<file path="config.mk">
export PLATFORM = sky130hd
export DESIGN_NAME = fwseq_top
export DESIGN_NICKNAME = d
export VERILOG_FILES = /design/src/fwseq_pkg.sv /design/src/fwseq_top.sv /design/src/fwseq_abort_flag.sv
export SDC_FILE = /design/constraint.sdc
export NUM_CORES = 2
export LEC_CHECK = 0
export BUFFER_PORTS_ARGS = -buffer_cell sky130_fd_sc_hd__buf_2
export CAP_MARGIN = 20
export CORE_ASPECT_RATIO = 1.25
export CORE_MARGIN = 3
export CORE_UTILIZATION = 53
export CTS_BUF_LIST = sky130_fd_sc_hd__clkbuf_16
export CTS_CLUSTER_DIAMETER = 120
export DETAILED_ROUTE_END_ITERATION = 10
export HOLD_SLACK_MARGIN = 0.03
export PLACE_DENSITY_LB_ADDON = 0.1
export SYNTH_ARGS = -nofsm -noshare
export SYNTH_HDL_FRONTEND = slang
export SYNTH_SLANG_ARGS = --single-unit
</file>
<file path="constraint.sdc">
create_clock -name pclk -period 6.5 [get_ports pclk]
set_input_delay 1.3 -clock pclk [delete_from_list [all_inputs] [get_ports pclk]]
set_output_delay 1.3 -clock pclk [all_outputs]
set_load 0.02 [all_outputs]
</file>
<file path="src/fwseq_pkg.sv">
// ----------------------------------------------------------------
// Flash row write sequencer: shared constants
// ----------------------------------------------------------------
package fwseq_pkg;

   // Register byte offsets on the APB window
   localparam logic [7:0] OFS_PTR_UPPER = 8'h00;
   localparam logic [7:0] OFS_PTR_HIGH  = 8'h04;
   localparam logic [7:0] OFS_PTR_LOW   = 8'h08;
   localparam logic [7:0] OFS_LATCH     = 8'h0C;
   localparam logic [7:0] OFS_KEY       = 8'h10;
   localparam logic [7:0] OFS_CTRL      = 8'h14;
   localparam logic [7:0] OFS_TBL_OP    = 8'h18;

   // Unlock key values, in the order they must arrive
   localparam logic [7:0] KEY_FIRST  = 8'h55;
   localparam logic [7:0] KEY_SECOND = 8'hAA;

   // Bit positions in flash_write_control
   localparam int CTL_FREE  = 4;
   localparam int CTL_ERR   = 3;
   localparam int CTL_ALLOW = 2;
   localparam int CTL_WR    = 1;

   // Pointer and holding register geometry
   localparam int PTR_W     = 22;
   localparam int STEP_W    = 21;
   localparam int UPPER_W   = 6;
   localparam int UPPER_LSB = 16;
   localparam int BLK_LSB   = 6;
   localparam int BLK_W     = 16;
   localparam int HOLD_N    = 64;
   localparam int HOLD_IW   = 6;

   // table_write_op modes, low two bits of the op register
   localparam logic [1:0] TOP_KEEP    = 2'h0;
   localparam logic [1:0] TOP_POSTINC = 2'h1;
   localparam logic [1:0] TOP_POSTDEC = 2'h2;
   localparam logic [1:0] TOP_PREINC  = 2'h3;

   // Self-timed programming interval
   localparam int unsigned PROG_TIME_US = 2000;
   localparam int unsigned CLK_MHZ      = 200;
   localparam int          CNT_W        = 20;

   typedef enum logic [1:0] {
      KEY_IDLE  = 2'b00,
      KEY_HALF  = 2'b01,
      KEY_ARMED = 2'b10
   } fwseq_key_t;

   typedef enum logic {
      ST_IDLE = 1'b0,
      ST_BUSY = 1'b1
   } fwseq_state_t;

endpackage : fwseq_pkg

</file>
<file path="src/fwseq_top.sv">
// The implementer's own choices: the address map and the APB slave port.
`timescale 1ns/1ps
module fwseq_top
   import fwseq_pkg::*;
#(
   parameter int unsigned PROG_CYCLES = PROG_TIME_US * CLK_MHZ
)
(
   input  wire logic              pclk,
   input  wire logic              presetn,
   input  wire logic              por_n,
   input  wire logic              psel,
   input  wire logic              penable,
   input  wire logic              pwrite,
   input  wire logic [7:0]        paddr,
   input  wire logic [31:0]       pwdata,
   output      logic [31:0]       prdata,
   output      logic              pready,
   output      logic              pslverr,
   output      logic              core_stall,
   output      logic              flash_busy,
   output      logic              flash_erase,
   output      logic [BLK_W-1:0]  flash_block,
   output      logic [7:0]        flash_wdata,
   output      logic [HOLD_IW-1:0] flash_widx,
   output      logic              flash_wstrobe
);

   localparam logic [CNT_W-1:0] LAST_CNT = CNT_W'(PROG_CYCLES - 1);

   // ----------------------------------------------------------------
   // State
   // ----------------------------------------------------------------
   typedef struct packed {
      fwseq_state_t                st;
      fwseq_key_t                  key;
      logic [PTR_W-1:0]            ptr;
      logic [7:0]                  latch;
      logic                        free;
      logic                        allow;
      logic                        wr;
      logic [HOLD_N-1:0][7:0]      hold;
      logic [CNT_W-1:0]            cnt;
      logic                        pready;
      logic                        pslverr;
      logic [31:0]                 prdata;
      logic                        stall;
      logic                        ferase;
      logic                        fstrobe;
      logic [BLK_W-1:0]            fblock;
      logic [7:0]                  fwdata;
      logic [HOLD_IW-1:0]          fwidx;
   } fwseq_regs_t;

   fwseq_regs_t        r;
   fwseq_regs_t        next_r;
   logic               acc;
   logic               wacc;
   logic               hit;
   logic [7:0]         rd_byte;
   logic               abort_flag;
   logic               start_evt;
   logic               bad_start;
   logic               done_evt;
   logic [PTR_W-1:0]   p_inc;
   logic [PTR_W-1:0]   p_dec;

   // Transfer completes on the edge that samples pready high
   assign acc  = psel & penable & r.pready;
   assign wacc = acc & pwrite;

   // Auto step touches only the low 21 bits of the pointer
   assign p_inc = {r.ptr[PTR_W-1], r.ptr[STEP_W-1:0] + STEP_W'(1)};
   assign p_dec = {r.ptr[PTR_W-1], r.ptr[STEP_W-1:0] - STEP_W'(1)};

   // ----------------------------------------------------------------
   // Read mux
   // ----------------------------------------------------------------
   always_comb
   begin
      rd_byte = '0;
      hit     = 1'b1;
      unique case (paddr)
         OFS_PTR_UPPER: rd_byte[UPPER_W-1:0] = r.ptr[PTR_W-1:UPPER_LSB];
         OFS_PTR_HIGH:  rd_byte = r.ptr[15:8];
         OFS_PTR_LOW:   rd_byte = r.ptr[7:0];
         OFS_LATCH:     rd_byte = r.latch;
         OFS_KEY:       rd_byte = '0;             // Key reads as zero
         OFS_TBL_OP:    rd_byte = '0;
         OFS_CTRL:
         begin
            rd_byte[CTL_FREE] = r.free;
            rd_byte[CTL_ERR]  = abort_flag;
            rd_byte[CTL_ALLOW] = r.allow;
            rd_byte[CTL_WR]   = r.wr;
         end
         default:       hit = 1'b0;
      endcase
   end

   // ----------------------------------------------------------------
   // Next state
   // ----------------------------------------------------------------
   always_comb
   begin
      next_r         = r;
      next_r.pready  = 1'b0;
      next_r.pslverr = 1'b0;
      next_r.prdata  = '0;
      next_r.fstrobe = 1'b0;
      start_evt      = 1'b0;
      bad_start      = 1'b0;
      done_evt       = 1'b0;

      // Answer is withheld during a long write: this is the core stall
      if (psel && penable && !r.pready && r.st == ST_IDLE)
      begin
         next_r.pready  = 1'b1;
         next_r.pslverr = ~hit;
         next_r.prdata  = {24'h000000, rd_byte};
      end

      // Any write other than the expected key breaks the unlock chain
      if (wacc)
      begin
         next_r.key = KEY_IDLE;
         if (paddr == OFS_KEY && pwdata[7:0] == KEY_FIRST)
            next_r.key = KEY_HALF;
         else if (paddr == OFS_KEY && pwdata[7:0] == KEY_SECOND
                  && r.key == KEY_HALF)
            next_r.key = KEY_ARMED;
      end

      if (wacc)
      begin
         unique case (paddr)
            OFS_PTR_UPPER:
               next_r.ptr[PTR_W-1:UPPER_LSB] = pwdata[UPPER_W-1:0];
            OFS_PTR_HIGH:  next_r.ptr[15:8] = pwdata[7:0];
            OFS_PTR_LOW:   next_r.ptr[7:0]  = pwdata[7:0];
            OFS_LATCH:     next_r.latch     = pwdata[7:0];
            OFS_TBL_OP:
            begin
               // Short write: only one holding byte moves
               unique case (pwdata[1:0])
                  TOP_KEEP:
                     next_r.hold[r.ptr[HOLD_IW-1:0]] = r.latch;
                  TOP_POSTINC:
                  begin
                     next_r.hold[r.ptr[HOLD_IW-1:0]] = r.latch;
                     next_r.ptr = p_inc;
                  end
                  TOP_POSTDEC:
                  begin
                     next_r.hold[r.ptr[HOLD_IW-1:0]] = r.latch;
                     next_r.ptr = p_dec;
                  end
                  TOP_PREINC:
                  begin
                     next_r.hold[p_inc[HOLD_IW-1:0]] = r.latch;
                     next_r.ptr = p_inc;
                  end
               endcase
            end
            OFS_CTRL:
            begin
               next_r.free = pwdata[CTL_FREE];
               next_r.allow = pwdata[CTL_ALLOW];
               // Start only when armed and allowed
               if (pwdata[CTL_WR] && r.key == KEY_ARMED
                   && pwdata[CTL_ALLOW])
               begin
                  start_evt     = 1'b1;
                  next_r.wr     = 1'b1;
                  next_r.st     = ST_BUSY;
                  next_r.cnt    = '0;
                  next_r.stall  = 1'b1;
                  next_r.ferase = pwdata[CTL_FREE];
                  next_r.fblock = r.ptr[PTR_W-1:BLK_LSB];
               end
               else if (pwdata[CTL_WR])
                  bad_start = 1'b1;
            end
            default: ;
         endcase
      end

      // Timed long write; on a program (not erase) write, holding bytes stream out in the first 64 steps
      if (r.st == ST_BUSY)
      begin
         if (!r.ferase && r.cnt[CNT_W-1:HOLD_IW] == '0)
         begin
            next_r.fstrobe = 1'b1;
            next_r.fwidx   = r.cnt[HOLD_IW-1:0];
            next_r.fwdata  = r.hold[r.cnt[HOLD_IW-1:0]];
         end
         if (r.cnt == LAST_CNT)
         begin
            // Timer expiry is the only way out short of presetn
            done_evt      = 1'b1;
            next_r.st     = ST_IDLE;
            next_r.stall  = 1'b0;
            next_r.wr     = 1'b0;
            next_r.ferase = 1'b0;
            if (r.ferase)
               next_r.free = 1'b0;
         end
         else
            next_r.cnt = r.cnt + CNT_W'(1);
      end
   end

   // Holding bytes survive a completed write; only presetn clears them
   always_ff @(posedge pclk or negedge presetn)
   begin
      if (!presetn)
         r <= '0;
      else
         r <= next_r;
   end

   // ----------------------------------------------------------------
   // Abort flag lives on the power-on reset only
   // ----------------------------------------------------------------
   fwseq_abort_flag u_abort (
      .pclk    (pclk),
      .por_n   (por_n),
      .set_evt (start_evt | bad_start),
      .clr_evt (done_evt),
      .flag    (abort_flag)
   );

   assign prdata        = r.prdata;
   assign pready        = r.pready;
   assign pslverr       = r.pslverr;
   assign core_stall    = r.stall;
   assign flash_busy    = r.stall;
   assign flash_erase   = r.ferase;
   assign flash_block   = r.fblock;
   assign flash_wdata   = r.fwdata;
   assign flash_widx    = r.fwidx;
   assign flash_wstrobe = r.fstrobe;
endmodule : fwseq_top

</file>
<file path="src/fwseq_abort_flag.sv">
`timescale 1ns/1ps
// ----------------------------------------------------------------
// Write-abort flag, kept across the system reset
// ----------------------------------------------------------------
module fwseq_abort_flag
   import fwseq_pkg::*;
(
   input  wire logic pclk,
   input  wire logic por_n,
   input  wire logic set_evt,
   input  wire logic clr_evt,
   output      logic flag
);

   typedef struct packed {
      logic flag;
   } fwseq_flag_t;

   fwseq_flag_t r;
   fwseq_flag_t next_r;

   // Set wins over clear; of the two resets only power-on reset clears it, so a system
   // reset cutting a write short leaves the flag up for software
   always_comb
   begin
      next_r = r;
      if (set_evt)
         next_r.flag = 1'b1;
      else if (clr_evt)
         next_r.flag = 1'b0;
   end

   always_ff @(posedge pclk or negedge por_n)
   begin
      if (!por_n)
         r <= '0;
      else
         r <= next_r;
   end

   assign flag = r.flag;
endmodule : fwseq_abort_flag

</file>
Yosys cells after proc, flatten, opt, wreduce, memory -nomap -nowiden
Cells that the tools add are included.
W data, S select, Z words.

storage, ports and cells
  input bits = 46
  word-level logic and storage cells = 203
  output and inout port bits = 68
  bits in registers = 636

operators by class
  magnitude comparators = 5
  add/subtract/negate cells = 3
  reduce and logical (&&, ||, !) cells = 32
  equal/unequal tests = 15
  mux-type cells = 56
  bitwise gates (word level) = 7

operators by type and width
  operator                 number
  $bwmux W512              2
  $pmux W512 S2            1
  $mux W535                1
  $mux W512                1
  $demux W8 S6             2
  $mux W20                 4
  $bmux W8 S6              1
  $pmux W21 S2             1
  $mux W34                 1
  $pmux W8 S2              2
  $eq A8 B5 Y1 const B     3
  $mux W1                  24
  $mux W8                  3
  $add A21 B1 Y21 const B  1
  $lt A6 B7 Y1 const B     3
  $sub A21 B1 Y21 const B  1
  $add A20 B1 Y20 const B  1
  $eq A20 B19 Y1 const B   1
  $pmux W4 S5              1
  $eq A8 B4 Y1 const B     2
  $reduce_and A3 Y1        5
  $logic_not A14 Y1        1
  $ge A6 B1 Y1 const B     2
  $mux W2                  6
  other kinds (22)         48

Depth between registers and ports, before layout
  word-level depth = 12
  mapped depth = 9
  gate-level depth less buffers = 7

By module
A second synthesis with hierarchy kept.

second synthesis, totals
  cells, all modules = 2529
  area, all modules = 30688.2 um^2

by module, submodules not included
  module            cells each  times used  area an instance (um^2)
  fwseq_top         2526        1           30651.9
  fwseq_abort_flag  3           1           36.3

Worst setup path after synthesis
No wires, ideal clock.

  path kind = input-to-reg
  start point = input port paddr[1]
  end point = register (tool-made name)
  cell stages on the path = 7
  slack = 3.139 ns
  data arrival time = 3.236 ns
  cells stage by stage = nor4_4 nand3_2 or4_1 buf_4 a2bb2o_2 buf_4 mux2_2

RTL lines
  item         RTL line         text
  from (decl)  fwseq_top.sv:15  input wire logic [7:0] paddr,

==> flow_summary_export.csv <==
group,metric,value,unit
place,portBuffers,65,
worst_setup_path,worstSetupPathType,"flop to flop",
timing,rsz0062_at_grt,"false",
worst_setup_path,cp-start-kind,"flop",
timing,drv_slew,0,
yosys,synth_top_area_cell,"dfrtp_1",
yosys,synthAdderAreaFrac,0.1217,%
final_layout,nNetsFinal,2437,
worst_setup_path,cp-startpoint,"r[610]",
worst_setup_path,cp_cell_sequence,"ha_1, xor2_1, nor4_1, o21ai_0, a21oi_2, mux2_2",
route,via_per_inst,6.286,
place,hpwl,52.76,mm
yosys,synth_top_family_by_area,"multiplexers",
clocking,clockBufferDepth,3,
yosys,netlist-cell-type-count,83,
yosys,synthDominantCellAreaShare,49.66,%
yosys,synthArstFlopShare,100.0,%
power,power_density,222.7,nW/um^2
global_routing,grt_pass1_wl,125.5,mm
final_layout,drive_gt1_share,39.33,%
job,drv_cap,0,
die,initial_core_util,53.74,%
route,wire_per_inst,25.37,um
final_layout,stdcell_area,33250,um^2
yosys,syn_area,30840,um^2
yosys,yosys.area_share.simple,7.558,%
worst_setup_path,cp_slowest_stage_delay,0.92,ns
power,peakVddDrop,0.2054,mV
power,power_frac_comb,1.8,%
final_layout,area_growth,7.806,%
yosys,syn_area_per_cell,12.56,um^2
yosys,ys_ff_latch,612,
power,power_frac_seq,51.5,%
clocking,clock_latency,0.64,ns
clocking,clock-root-buffer,"clkbuf_16",
die,core-area,57390,um^2
clocking,cts-buffers-inserted,61,
yosys,synth_area_leaders,"dfrtp_1 50%, mux2_2 24%, mux4_2 2.7%",
worst_setup_path,critPathSlowestCell,"nor4_1",
worst_setup_path,rr_startpoint,"r[610]",
yosys,synth_xor_area_share,0.1704,%
timing,skew,0.03230,ns
clocking,cts_resized,0,
place,gp_congestion,0.9219,
timing,fmax,232.4,MHz
die,rows,98,
global_routing,antenna_found_initial,1,
worst_setup_path,r2r_setup_slack,2.20,ns
worst_setup_path,critical_path_peak_fanout,22,
yosys,synthFlopType,"dfrtp_1",
yosys,synth-edff-count,0,
route,first_pass_iters,5,
yosys,synth_compound_area_share,9.530,%
die,die-area,61140,um^2
clocking,cts_setup_buffers,0,
clocking,clkTransAtPathRegs,0.06,ns
route,drt_iter0_drc,1336,
worst_setup_path,reg2reg_depth,6,
clocking,cts_tree,"done",
power,sw_frac_of_total,21.63,%
route,final_antenna_net_count,0,
route,remaining_drc_errors,0,
die,boundaryPins,114,
global_routing,gr-total-overflow,0,
yosys,ys_warn_count,0,
place,dpl_cell_area,31290,um^2
global_routing,grt_use_total,26.24,%
yosys,synth_seq_area_share,49.66,%
timing,post-route-min-period,4.303,ns
yosys,synth_cells,2455,
power,clockPowerShare,46.7,%
timing,fin_crit_sh,66.21,%
global_routing,grt_pass1_vias,20520,
clocking,cts_hold_buf,0,
clocking,htree_levels,2,
timing,tightest_slew,1.154,ns
die,die_w,221.8,um
route,wirelength,80.85,mm
status,status,"finished clean",
hold_path,hold_class,"primary input to asynchronous set/reset pin",
global_routing,grt_max_degree,176,
timing,setup_viol,0,
power,power.leakage,15.33,nW
worst_setup_path,crit_required,7.00,ns
yosys,muxShareOfSynthArea,28.50,%
die,die_y,275.7,um
timing,maxSlewHeadroom,23.08,%
route,num_vias,20030,
worst_setup_path,end_kind,"flop",
timing,finalHoldViolations,0,
power,p_switching,0.001602,W
worst_setup_path,arrival,4.81,ns
clocking,cts_sinks,612,
power,power.internal,0.005803,W
timing,setup_tns,0,ns
cells in the mapped netlist, types with 13 or more instances:
master	count
a2111oi_0	33
a211oi_1	57
a21oi_1	23
a21oi_2	23
buf_1	19
buf_2	32
buf_4	73
clkbuf_1	131
dfrtp_1	612
inv_1	20
mux2_2	646
mux2i_1	68
mux4_2	37
nand2_1	99
nand3_1	33
nand4_1	20
nor2_1	52
nor2b_1	45
nor3_1	39
nor4_1	30
o211ai_1	15
o21ai_0	59
o22ai_1	68
o22ai_2	13
worst max-delay path, delay by kind of cell (launching register included):
kind / cells / cell delay, ns
AOI/OAI and AO/OA: 2 / 0.99
and+or+nand+nor: 1 / 0.92
DFF: 1 / 0.80
muxes: 1 / 0.42
adders and majority gates: 1 / 0.70
xor gates and xnor gates: 1 / 0.35
worst min path at each step:
stage | start | endpoint | slack, ns | cells past startpoint
floorplan | flash_block[15] | flash_block[15] | 0.45 | 2
global placement | flash_block[13] | flash_block[13] | 0.46 | 2
detailed placement | flash_block[15] | flash_block[15] | 0.46 | 2
CTS | por_n | u_abort.flag | 0.42 | 1
global route | por_n | u_abort.flag | 0.43 | 1
finish | por_n | u_abort.flag | 0.46 | 1
cell type report:
type | instances | area, um^2
fillers | 4769 | 24140
multi-input cells | 1588 | 14260
repair buffers | 104 | 703.2
inverters | 21 | 78.83
clock inverters | 50 | 411.6
flip-flops and latches | 612 | 15330
clock buffers | 61 | 1526
well taps | 750 | 938.4
diodes | 1 | 2.502
stage by stage:
stage	power, W	hold slack [ns]	worst slack, ns	cells	utilization, %
after detailed placement	0.004020	0.4609	1.954	3074	54.52
final	0.007404	0.4574	2.197	3187	57.94
after CTS	0.007495	0.4223	2.315	3185	57.90
after global routing	0.007662	0.4256	2.010	3187	57.94
after floorplan	0.003929	0.4470	3.139	2478	-
after global placement	0.004017	0.4632	2.000	3074	54.52
power groups by stage:
stage          clock, W  sequential (W)  combinational [W]
6_report        0.00346         0.00381           0.000137
5_1_grt         0.00370         0.00381           0.000157
4_1_cts         0.00354         0.00381           0.000141
3_5_place_dp          0         0.00388           0.000141
3_3_place_gp          0         0.00388           0.000138
2_1_floorplan         0         0.00388          0.0000484
kinds of logic (layout without fill, tap and decap cells):
group / after synthesis / after routing
multiplexers: 751 / 751
flip-flops: 612 / 612
AND/OR/NAND/NOR: 421 / 421
AO/OA/AOI/OAI: 383 / 383
buffers and inverters: 278 / 236
XOR/XNOR: 6 / 6
adder cells (fa/ha/maj): 3 / 3
other: 1 / 25
per-layer routing:
layer | GRT usage, % | routed length [um]
met1 | 35.38 | 35300
met2 | 44.19 | 39690
met3 | 3.244 | 3019
met4 | 9.348 | 2847
met5 | 0 | 0
placed cells by master, fill, tap and decap left out, drive strengths merged, types with 39 or more instances in the layout:
cell type,count
o21ai,66
nor3,39
nor2b,45
o22ai,84
nand2,101
mux2,646
clkbuf,61
mux2i,68
a211oi,57
dfrtp,612
a21oi,46
buf,104
nor2,53
Power figures use the tool's default switching activity.
